<file path="config.mk">
export PLATFORM = sky130hd
export DESIGN_NAME = spd_post_divider
export DESIGN_NICKNAME = d
export VERILOG_FILES = /design/src/rtl/spd_unused_guard.v /design/src/rtl/spd_post_divider.v
export VERILOG_INCLUDE_DIRS = /design/src /design/src/include
export SDC_FILE = /design/constraint.sdc
export NUM_CORES = 1
export LEC_CHECK = 0
export BUFFER_PORTS_ARGS = -buffer_cell sky130_fd_sc_hd__buf_2
export CAP_MARGIN = 20
export CORE_MARGIN = 4
export CORE_UTILIZATION = 50
export CTS_BUF_LIST = sky130_fd_sc_hd__clkbuf_4
export CTS_CLUSTER_SIZE = 14
export DETAILED_ROUTE_END_ITERATION = 10
export GPL_ROUTABILITY_DRIVEN = 0
export PLACE_DENSITY = 0.76
export SYNTH_ARGS = -nofsm -noshare
export SYNTH_HDL_FRONTEND = slang
export SYNTH_SLANG_ARGS = --single-unit
export TNS_END_PERCENT = 50
</file>
<file path="constraint.sdc">
create_clock -name clk_sys -period 11.9 [get_ports clk_sys]
set_input_delay 1.19 -clock clk_sys [delete_from_list [all_inputs] [get_ports clk_sys]]
set_output_delay 1.19 -clock clk_sys [all_outputs]
set_load 0.05 [all_outputs]
</file>
<file path="src/include/spd_regs.vh">
`ifndef SPD_REGS_VH
`define SPD_REGS_VH
// Byte addresses of the two 24-bit settings; first address holds bits 23:16
`define SPD_C_ADDR_HI    8'hAA
`define SPD_C_ADDR_MID   8'hAB
`define SPD_C_ADDR_LO    8'hAC
`define SPD_D_ADDR_HI    8'hAD
`define SPD_D_ADDR_MID   8'hAE
`define SPD_D_ADDR_LO    8'hAF
`define SPD_CFG_RESET    24'h000000
// Field positions
`define SPD_FORM_MSB     23
`define SPD_FORM_LSB     20
`define SPD_STYLE_BIT    19
`define SPD_POL_BIT      18
`define SPD_SRC_MSB      17
`define SPD_SRC_LSB      16
`define SPD_RATE_MSB     15
`define SPD_RATE_LSB     0
// Field codes
`define SPD_FORM_SPECIAL 4'hF
`define SPD_SRC_A        2'h0
`define SPD_SRC_B        2'h1
`define SPD_C_LF_CODE    2'h2
`define SPD_D_LF_CODE    2'h3
`define SPD_ALL_BYTES    3'h7
`endif

</file>
<file path="src/rtl/spd_unused_guard.v">
`timescale 1ns/1ps
`default_nettype none
`default_nettype wire

</file>
<file path="src/rtl/spd_post_divider.v">
// What this block does
// RULE_01: Form field picks frame, low or regular clock
// RULE_02: Non-special form: 50% clock, output rate over 24 bits (odd ratios stay high one tick longer than low; ratios below two pass the tick)
// RULE_03: Bits 19:16 join ratio in regular form
// RULE_04: C special, source 10: base rate over low 16
// RULE_05: C special, other source: pulse one source period wide
// RULE_06: Low 16 bits count source periods between pulses
// RULE_07: C source: A, B, low clock, D
// RULE_08: Bit 18 zero positive, one negative pulse
// RULE_09: Bit 19 zero boundary mid-pulse, one leading edge
// RULE_10: D special, source 11: base rate over low 16
// RULE_11: D special, other source: low 16 count periods
// RULE_12: D source: A, B, C, low clock
// RULE_13: New setting applies once all three bytes written
`timescale 1ns/1ps
`default_nettype none
`include "spd_regs.vh"

module spd_post_divider #(
  parameter CFG_W = 24
) (
  input  wire       clk_sys,
  input  wire       rstn,
  input  wire [7:0] reg_addr,
  input  wire [7:0] reg_wdata,
  input  wire       reg_wr,
  input  wire       reg_rd,
  output reg  [7:0] reg_rdata,
  input  wire       synth_out_tick,
  input  wire       synth_base_tick,
  input  wire       post_a_clk,
  input  wire       post_b_clk,
  output reg        post_c_out,
  output reg        post_d_out
);

  localparam MODE_REG   = 2'h0;
  localparam MODE_LOW   = 2'h1;
  localparam MODE_FRAME = 2'h2;

  wire [CFG_W-1:0] cfg_c;
  wire [CFG_W-1:0] cfg_d;
  wire [1:0]       chan_out;

  genvar i;
  generate
    for (i = 0; i < 2; i = i + 1) begin : g_chan
      wire [7:0] addr_hi  = (i == 0) ? `SPD_C_ADDR_HI : `SPD_D_ADDR_HI;
      wire [7:0] addr_mid = (i == 0) ? `SPD_C_ADDR_MID : `SPD_D_ADDR_MID;
      wire [7:0] addr_lo  = (i == 0) ? `SPD_C_ADDR_LO : `SPD_D_ADDR_LO;
      wire [1:0] lf_code  = (i == 0) ? `SPD_C_LF_CODE : `SPD_D_LF_CODE;

      reg  [CFG_W-1:0] cfg;
      reg  [CFG_W-1:0] shadow;
      reg  [2:0]       written;
      reg  [CFG_W-1:0] div_cnt;
      reg  [15:0]      per_cnt;
      reg              src_q;
      reg              pulse;
      reg              out_q;
      reg  [1:0]       mode;
      reg  [CFG_W-1:0] ratio;
      reg              tick;
      reg              src_lvl;
      reg  [2:0]       next_written;
      reg  [CFG_W-1:0] next_shadow;
      reg  [CFG_W-1:0] next_cnt;

      wire [3:0]  form  = cfg[`SPD_FORM_MSB:`SPD_FORM_LSB];
      wire [1:0]  src   = cfg[`SPD_SRC_MSB:`SPD_SRC_LSB];
      wire [15:0] rate  = cfg[`SPD_RATE_MSB:`SPD_RATE_LSB];
      wire        style = cfg[`SPD_STYLE_BIT];
      wire        pol   = cfg[`SPD_POL_BIT];
      wire [15:0] last  = (rate == 16'h0000) ? 16'h0000 : rate - 16'h0001;
      wire [CFG_W-1:0] half = (ratio + {{(CFG_W-1){1'b0}}, 1'b1}) >> 1;
      wire        src_rise = src_lvl & ~src_q;
      wire        src_fall = ~src_lvl & src_q;
      wire        wrap = (per_cnt >= last);

      always @* begin
        if (form != `SPD_FORM_SPECIAL) begin
          mode  = MODE_REG;                                         // RULE_01
          ratio = cfg;                                              // RULE_02 RULE_03
          tick  = synth_out_tick;
        end else if (src == lf_code) begin
          mode  = MODE_LOW;                                         // RULE_04 RULE_10
          ratio = {{(CFG_W-16){1'b0}}, rate};
          tick  = synth_base_tick;
        end else begin
          mode  = MODE_FRAME;                                       // RULE_05 RULE_11
          ratio = {{(CFG_W-16){1'b0}}, rate};
          tick  = 1'b0;
        end
        // Sibling is the other channel; the low-clock code never reaches here in frame mode
        case (src)
          `SPD_SRC_A: src_lvl = post_a_clk;                         // RULE_07 RULE_12
          `SPD_SRC_B: src_lvl = post_b_clk;                         // RULE_07 RULE_12
          default:    src_lvl = chan_out[1-i];                      // RULE_07 RULE_12
        endcase
      end

      always @* begin
        next_shadow  = shadow;
        next_written = written;
        if (reg_wr) begin
          if (reg_addr == addr_hi) begin
            next_shadow[23:16] = reg_wdata;
            next_written[2]    = 1'b1;
          end
          if (reg_addr == addr_mid) begin
            next_shadow[15:8] = reg_wdata;
            next_written[1]   = 1'b1;
          end
          if (reg_addr == addr_lo) begin
            next_shadow[7:0] = reg_wdata;
            next_written[0]  = 1'b1;
          end
        end
        next_cnt = (div_cnt + {{(CFG_W-1){1'b0}}, 1'b1} >= ratio) ? {CFG_W{1'b0}} :
                   div_cnt + {{(CFG_W-1){1'b0}}, 1'b1};
      end

      always @(posedge clk_sys or negedge rstn) begin
        if (!rstn) begin
          cfg     <= `SPD_CFG_RESET;
          shadow  <= `SPD_CFG_RESET;
          written <= 3'h0;
        end else begin
          shadow <= next_shadow;
          // Half-written values stay in the shadow so the output never glitches on a torn ratio
          if (next_written == `SPD_ALL_BYTES) begin
            cfg     <= next_shadow;                                 // RULE_13
            written <= 3'h0;                                        // RULE_13
          end else begin
            written <= next_written;
          end
        end
      end

      always @(posedge clk_sys or negedge rstn) begin
        if (!rstn) begin
          div_cnt <= {CFG_W{1'b0}};
          per_cnt <= 16'h0000;
          src_q   <= 1'b0;
          pulse   <= 1'b0;
          out_q   <= 1'b0;
        end else begin
          src_q <= src_lvl;
          if (mode == MODE_FRAME) begin
            div_cnt <= {CFG_W{1'b0}};
            if (src_rise) begin
              per_cnt <= wrap ? 16'h0000 : per_cnt + 16'h0001;      // RULE_06
            end
            if (style) begin
              // Leading edge style: pulse opens on the boundary rising edge
              if (src_rise) begin
                pulse <= wrap;                                      // RULE_09
              end
            end else begin
              // Boundary sits on the rising edge inside a falling-to-falling pulse
              if (src_fall) begin
                pulse <= wrap;                                      // RULE_09
              end
            end
            out_q <= pulse ^ pol;                                   // RULE_08
          end else begin
            per_cnt <= 16'h0000;
            pulse   <= 1'b0;
            if (tick) begin
              div_cnt <= next_cnt;
              // Ratios below two cannot make a 50% clock from a tick; the tick itself is passed
              if (ratio < {{(CFG_W-2){1'b0}}, 2'h2}) begin
                out_q <= 1'b1;
              end else begin
                out_q <= (next_cnt < half);                         // RULE_02 RULE_04 RULE_10
              end
            end else if (ratio < {{(CFG_W-2){1'b0}}, 2'h2}) begin
              out_q <= 1'b0;
            end
          end
        end
      end

      assign chan_out[i] = out_q;
    end
  endgenerate

  assign cfg_c = g_chan[0].cfg;
  assign cfg_d = g_chan[1].cfg;

  always @(posedge clk_sys or negedge rstn) begin
    if (!rstn) begin
      reg_rdata  <= 8'h00;
      post_c_out <= 1'b0;
      post_d_out <= 1'b0;
    end else begin
      post_c_out <= chan_out[0];
      post_d_out <= chan_out[1];
      if (reg_rd) begin
        case (reg_addr)
          `SPD_C_ADDR_HI:  reg_rdata <= cfg_c[23:16];
          `SPD_C_ADDR_MID: reg_rdata <= cfg_c[15:8];
          `SPD_C_ADDR_LO:  reg_rdata <= cfg_c[7:0];
          `SPD_D_ADDR_HI:  reg_rdata <= cfg_d[23:16];
          `SPD_D_ADDR_MID: reg_rdata <= cfg_d[15:8];
          `SPD_D_ADDR_LO:  reg_rdata <= cfg_d[7:0];
          default:         reg_rdata <= 8'h00;
        endcase
      end
    end
  end

endmodule
`default_nettype wire

</file>
Word level (Yosys, flattened, before mapping)
Cells that the tools add are included.
Cells by class
  eq/ne operators: 22
  bitwise gates (word level): 10
  mux-type cells: 61
  shift-type cells: 0
  reduce and logical (&&, ||, !) cells: 10
  order comparisons: 8
  multipliers: 0
  div/mod/pow operators: 0
  $add $sub $neg: 8
Operator list (count)
  24-bit 2-to-1 mux: 10
  16-bit 2-to-1 mux: 8
  24-bit by 1-bit adder with 24-bit output (second input constant): 4
  8-bit equality test (second input constant): 6
  24-bit greater-or-equal comparator: 2
  24-bit by 2-bit < comparator with 1-bit output (second input constant): 2
  24-bit by 23-bit < comparator with 1-bit output: 2
  8-bit 2-to-1 mux: 6
  8-bit one-hot mux with 6 select lines: 1
  16-bit by 1-bit adder with 16-bit output (second input constant): 2
  16-bit greater-or-equal comparator: 2
  16-bit zero test: 2
  16-bit by 1-bit subtractor with 16-bit output (second input constant): 2
  1-bit 2-to-1 mux: 26
  3-bit 2-to-1 mux: 4
  3-bit inequality test (second input constant): 4
  2-bit equality test (second input constant): 4
  2-bit 2-to-1 mux: 4
  4-bit inequality test (second input constant): 2
  3-bit equality test (second input constant): 2
  3-bit nonzero test: 2
  1-bit bitwise AND: 4
  2-bit by 1-bit equality test with 1-bit output (second input constant): 2
  2-bit zero test: 2
  6 further kinds: 14
Word-level totals
  bits of input ports: 24
  output and inout port bits: 10
  memories kept: 0
  bits in read-only memories: 0
  RAM bits: 0
  latch bits: 0
  logic and storage cells: 138
  bits in registers: 198

Logic depth before layout (Yosys ltp)
Gate-level depths: netlist (run 1).
  depth after elaboration: 8
  gate-level depth with buffers: 22

Worst setup path after synthesis (run 1)
No wires, ideal clock.
  path type: reg2reg
  start point: reg g_chan[0].div_cnt[0]
  end point: reg g_chan[0].out_q
  library setup time: 0.138 ns
  stages on the path, launching flop included: 23
  data arrival time: 4.814 ns
  path slack: 6.948 ns
  path through: dfrtp_1 -> ha_1 -> nand2_1 -> or3_1 -> nor3_1 -> nand3_1 -> xor2_1 -> inv_1 -> ha_1 -> nand4_1 -> nor3_1 -> and4_1 -> nand2_1 -> nand3_1 -> clkbuf_1 -> nor2_1 -> ha_1 -> nand2_1 -> or3_1 -> nor4_1 -> nand3b_1 -> a211oi_1 -> o221ai_1
Between the ends
  cells in the longest elaborated chain, start to end: 7
Ends and longest elaborated chain
  from (decl): RTL line spd_post_divider.v:56  | reg [CFG_W-1:0] div_cnt;
  from (signal assigned): RTL line spd_post_divider.v:142  | div_cnt <= {CFG_W{1'b0}};
  from (signal assigned): RTL line spd_post_divider.v:150  | div_cnt <= {CFG_W{1'b0}};
  from (signal assigned): RTL line spd_post_divider.v:170  | div_cnt <= next_cnt;
  24-bit by 1-bit adder with 24-bit output *: RTL line spd_post_divider.v:119, spd_post_divider.v:120
  24-bit greater-or-equal comparator: RTL line spd_post_divider.v:119  | next_cnt = (div_cnt + {{(CFG_W-1){1'b0}}, 1'b1} >= ratio) ? {CFG_W{1'b0}} :
  24-bit 2-to-1 mux *: RTL line spd_post_divider.v:119
  24-bit by 23-bit < comparator with 1-bit output *: RTL line spd_post_divider.v:175  | out_q <= (next_cnt < half);
  1-bit 2-to-1 mux *: RTL line spd_post_divider.v:172  | if (ratio < {{(CFG_W-2){1'b0}}, 2'h2}) begin
  1-bit 2-to-1 mux *: RTL line spd_post_divider.v:169  | if (tick) begin
  1-bit 2-to-1 mux *: RTL line spd_post_divider.v:149  | if (mode == MODE_FRAME) begin
  to (signal assigned): RTL line spd_post_divider.v:165  | out_q <= pulse ^ pol;
  to (signal assigned): RTL line spd_post_divider.v:175
  to (decl): RTL line spd_post_divider.v:60  | reg out_q;
Every way passes the cells marked *; elsewhere a longest branch is shown, timed or not.
A chain may end at the register's enable or synchronous reset.

Worst setup path after layout (run 1)
Ends and elaborated chain as after synthesis.

==> impl_metrics.toml, run 1 <==
[pwr]
vdd_ir_drop_max_v = 0.00007295
p_total_uw = 1433
power.density_nw_per_um2 = 95.00
cellLeakagePower_uw = 0.007504

[min_path]
min_path_cells = 0
holdCritPathClass = "register to register"
hp-start = "g_chan[1].out_q$_DFFE_PN0P_"
worstHoldEndpoint = "post_d_out$_DFF_PN0_"

[clock_network]
clk-insertion-delay-late_ns = 0.64
tritoncts_clock_tree = "yes"
root_buffer_cell = "clkbuf_4"
cts_setup_buffers = 0
cts-buffers-inserted = 17
cts.sinks = 198
clk_path_buf_depth = 2
worst_setup_hold_path_clk_slew_ns = 0.18
cts.hold.buffers_added = 0
ctsHtreeMaxLevel = 4
post_cts.resized_instances = 0

[die]
initial_core_util = 0.5100
dieArea_um2 = 31340
fp.coreArea_um2 = 28010
die_height_um = 177.0
die_w_um = 177.0
top_level_ports = 34
core.rowCount = 61

[worst_setup_path]
timing.critical_path.arrival_ns = 6.83
cp_data_required_time_ns = 12.41
critPathSlowestCell = "nand3_1"
critical-path-max-stage-delay_ns = 0.74
rr_worst_depth = 21
critPathMaxFanout = 24
timing.critical_path.from_type = "register"
r2r_slack_ns = 5.59
r2r-start = "g_chan[0].div_cnt[0]$_DFFE_PN0P_"
crit_path_cell_trace = "ha_1, nand2_1, or3_1, nor3_1, nand3_1, xor2_1, inv_1, ha_1, nand4_1, nor3_1, and4_1, nand2_1, nand3_1, nor2_1, ha_1, nand2_1, or3_1, nor4_1, nand3b_1, a211oi_1, o221ai_1"
critPathKind = "register to register"
endpoint_kind = "register"
worst_r2r_endpoint = "g_chan[0].out_q$_DFFE_PN0P_"

[logic_synthesis]
post_synth_inst_count = 1647
synthesis_warning_total = 0
synth_area_leader_cell = "dfrtp_1"
syn_area_um2 = 14290
synth-seq-cells = 198
synth_cell_type_count = 67
synth.top_cell.area_share = 0.3468
synthArstFlopShare = 1.000
net_count_synth = 1803
synth.top_cells.by_area = "dfrtp_1 (35%), ha_1 (12%), nand2_1 (4.9%)"
dominantRegCellSynth = "dfrtp_1"
postSynthAreaPerCell_um2 = 8.674
synth-seq-area-share = 0.3468
post_synth_edffs = 0

[grt]
number_of_global_route_vias_before_repair = 12100
grt_usage = 0.2389
grt_max_degree = 74
grt_overflow = 0
antenna_found_initial = 2
grt_first_pass_wirelength_um = 60730

[sta]
worst_pin_slew_ns = 1.021
post-route-min-period_ns = 6.315
finalCritPeriodShare = 0.5306
report.final.hold_viol_count = 0
final_total_negative_setup_slack_ns = 0
hold_slack_ns = 0.5144
fin_worst_skew_ns = 0.02734
finalSetupViolCount = 0
worst_slack_ns = 5.585
slew_hr = 0.3002
report.final.slew_viol_count = 0
rsz0062_at_grt = "no"
maxClockFrequency_mhz = 158.4

[flow_run]
maxCapViolCount = 0

[place]
port_buffers = 33
placement.setup.worst_slack_ns = 5.729
dp_hpwl_um = 28000
post_dp_cell_area_um2 = 14740

[final_layout]
mostFrequentLayoutCell = "dfrtp_1"
n_fill_cell = 2584
nNetsFinal = 1792
syn2layout_area_growth_pct = 5.596
most_used_cells_in_the_layout_excluding_fill_and_tap_cells = "dfrtp_1 (198), nand2_1 (188), ha_1 (132), nor2_1 (101)"
drive_above_1_share = 0.1013
final_instance_area_um2 = 15090

[routing]
vias_per_cell = 6.123
drtIter0Drc = 1091
antenna_violating_nets_post_route = 0
total_via_count_in_the_routed_design = 12420
remaining_drc_errors = 0
wire_per_inst_um = 18.59
number_of_iterations_in_the_first_detailed_routing_pass = 7
totalWireLength_um = 37720

[run_status]
outcome = "complete, no violations"
## per-layer routing
layer  share of wire  up-vias  wire length [um]  GRT usage
met5         0.00037        -                14          0
met4           0.040        2              1511    0.09252
met1            0.42     5975             15750     0.3015
met3           0.051      107              1918    0.03098
li1                -     5931                 -          -
met2            0.49      409             18520     0.4176
## worst max-delay path: cells and delay by family (launching register included)
| kind | cells | cell delay (ns) |
|---|---|---|
| AOI/OAI and AO/OA | 2 | 0.42 |
| xor gates and xnor gates | 1 | 0.26 |
| adders and majority gates | 3 | 0.91 |
| buffers and inverters | 1 | 0.08 |
| DFF | 1 | 0.49 |
| and+or+nand+nor | 14 | 4.03 |
## final cells by class
type                    count  area, um^2  area share
clock buffers              17       127.6    0.008460
multi-input cells        1269        8652      0.5735
inverters                 102       382.9     0.02538
diodes                      2       5.005   0.0003318
repair buffers             48       310.3     0.02057
flip-flops and latches    198        4955      0.3284
well taps                 378       473.0     0.03135
clock inverters            15       180.2     0.01194
## kinds of logic after synthesis
group	count (synthesis)	synth area share
multiplexers	71	0.05518
adder cells (fa/ha/maj)	132	0.1156
flip-flops	198	0.3468
buffers and inverters	180	0.04957
XOR/XNOR	99	0.06069
AND/OR/NAND/NOR	638	0.2256
AO/OA/AOI/OAI	329	0.1465
## metrics by stage
| stage | util | std cells |
|---|---|---|
| detailed placement | 0.5262 | 1993 |
| finish | 0.5386 | 2029 |
| global placement | 0.5258 | 1992 |
| CTS | 0.5371 | 2025 |
| floorplan | - | 1647 |
| global route | 0.5385 | 2028 |
## synthesized netlist by cell type (all sizes together) (13+ instances only)
| cell type | instances |
|---|---|
| ha | 132 |
| mux2 | 62 |
| xor2 | 32 |
| xnor2 | 67 |
| a211oi | 16 |
| nor3 | 45 |
| nand3b | 22 |
| nand4 | 44 |
| o21ai | 95 |
| or2 | 13 |
| nand3 | 100 |
| nand2b | 15 |
| dfrtp | 198 |
| o21a | 15 |
| inv | 100 |
| clkbuf | 59 |
| nor2 | 101 |
| a31oi | 59 |
| and3 | 24 |
| nand2 | 188 |
| a21oi | 60 |
| nor4 | 23 |
| nor2b | 18 |
| buf | 19 |
## registers in the layout (all words and copies together), names as in the netlist, 2 cells and up
signal and count:
g_chan.div_cnt 48, g_chan.pulse 2, g_chan.src_q 2, g_chan.shadow 48, reg_rdata 8, cfg_c 24
cfg_d 24, g_chan.written 6, g_chan.per_cnt 32, g_chan.out_q 2
## report_power, final
part | switching (uW) | internal [uW] | total (uW)
Sequential | 32.2 | 699 | 731
Clock | 278 | 117 | 395
Combinational | 184 | 123 | 307
## worst max path at each step
stage	startpoint	endpoint	slack, ns	cells past startpoint
floorplan	g_chan[0].div_cnt[0]$_DFFE_PN0P_	g_chan[0].out_q$_DFFE_PN0P_	6.95	22
global placement	g_chan[0].div_cnt[0]$_DFFE_PN0P_	g_chan[0].out_q$_DFFE_PN0P_	5.85	21
detailed placement	g_chan[0].div_cnt[0]$_DFFE_PN0P_	g_chan[0].out_q$_DFFE_PN0P_	5.73	21
CTS	g_chan[0].div_cnt[0]$_DFFE_PN0P_	g_chan[0].out_q$_DFFE_PN0P_	5.68	21
global route	g_chan[0].div_cnt[0]$_DFFE_PN0P_	g_chan[0].out_q$_DFFE_PN0P_	5.02	21
finish	g_chan[0].div_cnt[0]$_DFFE_PN0P_	g_chan[0].out_q$_DFFE_PN0P_	5.59	21
Power figures use the tool's default switching activity.
==> run 2: changes to the inputs <==
- PLACE_DENSITY: 0.76 -> 0.79
- clock period: 11.9 -> 5.4 ns (I/O delays scaled with it)
==> run 2 against run 1 <==
  * Routed wire length up 1.7%
  * Worst hold slack worse by 0.31 ns
  * Count of clock-buffer cells in the layout rose by 1
  * Fmax rose by 24%
  * Final cell count grew 1.0%
  * Highest routed layer is now met4
==> impl_metrics.toml, run 2 (synthesis results as in run 1) <==
[die]
dieArea_um2 = 31340
die_height_um = 177.0
initial_core_util = 0.5100
fp.coreArea_um2 = 28010
core.rowCount = 61
top_level_ports = 34
die_w_um = 177.0

[sta]
fin_worst_skew_ns = 0.03155
rsz0062_at_grt = "no"
report.final.slew_viol_count = 0
report.final.hold_viol_count = 0
worst_pin_slew_ns = 1.079
post-route-min-period_ns = 5.109
finalSetupViolCount = 0
maxClockFrequency_mhz = 195.7
finalCritPeriodShare = 0.9461
slew_hr = 0.2749
final_total_negative_setup_slack_ns = 0
worst_slack_ns = 0.2911

[final_layout]
most_used_cells_in_the_layout_excluding_fill_and_tap_cells = "dfrtp_1 (196), nand2_1 (187), ha_1 (132), nor2_1 (101), inv_1 (100)"
nNetsFinal = 1812
mostFrequentLayoutCell = "dfrtp_1"
syn2layout_area_growth_pct = 6.866
n_fill_cell = 2551
layout_top_registers = "g_chan.div_cnt x48, g_chan.shadow x48, g_chan.per_cnt x32"
drive_above_1_share = 0.1174

[worst_setup_path]
critPathMaxFanout = 11
cp_data_required_time_ns = 5.93
critPathSlowestCell = "or4_1"
critPathKind = "register to register"
timing.critical_path.from_type = "register"
worstPathBufferInverterCount = 1
critical-path-max-stage-delay_ns = 0.57
crit_path_cell_trace = "nand4_1, nor4_2, buf_4, nand2b_1, and2_1, or2_2, ha_1, nand4_1, nor4_1, a221o_1, a31oi_1, nand2_2, nor2_1, ha_1, nand2_1, or4_1, a2111oi_0, nor2_1, a211o_1"
crit_family = "simple AND/OR/NAND/NOR gates"
timing.critical_path.arrival_ns = 5.64
endpoint_kind = "register"

[place]
dp_hpwl_um = 28790
port_buffers = 33
placement.setup.worst_slack_ns = 0.1788

[flow_run]
maxCapViolCount = 0

[clock_network]
ctsHtreeMaxLevel = 4
worst_setup_hold_path_clk_slew_ns = 0.17
cts_setup_buffers = 0
root_buffer_cell = "clkbuf_4"
clk_path_buf_depth = 2
cts.sinks = 198
tritoncts_clock_tree = "yes"
cts-buffers-inserted = 17
clk-insertion-delay-late_ns = 0.63

[grt]
grt_max_degree = 101
grt_first_pass_wirelength_um = 62800
antenna_found_initial = 3
grt_usage = 0.2465
number_of_global_route_vias_before_repair = 12460
grt_overflow = 0

[routing]
drtIter0Drc = 1246
vias_per_cell = 6.203
totalWireLength_um = 38340
wire_per_inst_um = 18.70
total_via_count_in_the_routed_design = 12720
antenna_violating_nets_post_route = 0
remaining_drc_errors = 0
number_of_iterations_in_the_first_detailed_routing_pass = 8

[pwr]
vdd_ir_drop_max_v = 0.0001707
cellLeakagePower_uw = 0.007596
power.density_nw_per_um2 = 207.2

[min_path]
holdCritPathClass = "input pin to register"

[run_status]
outcome = "complete, no violations"
-- run 2: changes by cell type in the layout (fill, tap and decap cells not counted), sizes merged --
cell	previous run	this run
clkinv	8	6
buf	47	66
clkinvlp	0	1
diode	2	3
dlygate4sd3	0	1
clkbuf	18	19
-- run 2: metal layers --
| layer | global-route usage | share of wire | vias up | wire (um) |
|---|---|---|---|---|
| met5 | 0 | 0 | - | 0 |
| met4 | 0.1254 | 0.054 | 0 | 2089 |
| met3 | 0.04123 | 0.067 | 137 | 2555 |
| met2 | 0.4111 | 0.48 | 551 | 18340 |
| met1 | 0.3093 | 0.40 | 6054 | 15360 |
| li1 | - | - | 5974 | - |
-- run 2: where the power goes --
part	leakage, uW	switching [uW]	internal [uW]
Sequential	0.00254	69.0	1540
Clock	0.000160	584	258
Combinational	0.00489	430	282
Total	0.00760	1080	2080
-- run 2: repair_timing --
item / 4_1_cts / 5_1_grt
hold buffers: 1 / 0
hold endpoints to repair: 21 / 0
gates resized for setup: 0 / 10
setup endpoints to repair: 0 / 2
-- run 2: final timing paths --
check                                                  from                           endpoint  slack [ns]  cells after the start
min reg2reg                  g_chan[0].shadow[18]$_DFF_PN0_     g_chan[0].shadow[18]$_DFF_PN0_        0.51                      1
max                        g_chan[1].div_cnt[7]$_DFFE_PN0P_        g_chan[1].out_q$_DFFE_PN0P_        0.29                     19
max reg2reg                g_chan[1].div_cnt[7]$_DFFE_PN0P_        g_chan[1].out_q$_DFFE_PN0P_        0.29                     19
min in group asynchronous                              rstn  g_chan[1].per_cnt[11]$_DFFE_PN0P_        0.55                      2
max in group asynchronous                              rstn   g_chan[0].div_cnt[0]$_DFFE_PN0P_        3.56                      3
min                                                  reg_rd           reg_rdata[6]$_DFFE_PN0P_        0.20                      2
-- run 2: layout make-up --
| type | count | area, um^2 | area share |
|---|---|---|---|
| inverters | 102 | 382.9 | 0.02508 |
| clock inverters | 14 | 158.9 | 0.01041 |
| clock buffers | 18 | 135.1 | 0.008851 |
| well taps | 378 | 473.0 | 0.03098 |
| flip-flops and latches | 198 | 4957 | 0.3247 |
| multi-input cells | 1269 | 8701 | 0.5699 |
| repair buffers | 68 | 451.7 | 0.02959 |
| diodes | 3 | 7.507 | 0.0004917 |
-- run 2: metrics by stage --
step                      cells  hold slack (ns)    util  power [uW]  cell area, um^2
after floorplan            1647           0.2444       -        2111            14290
after global placement     2013           0.4735  0.5314        2288            14880
after detailed placement   2013           0.4824  0.5314        2318            14880
after CTS                  2046           0.1680  0.5422        3157            15190
after global routing       2049           0.1669  0.5450        3340            15260
final                      2050           0.2049  0.5450        3164            15270
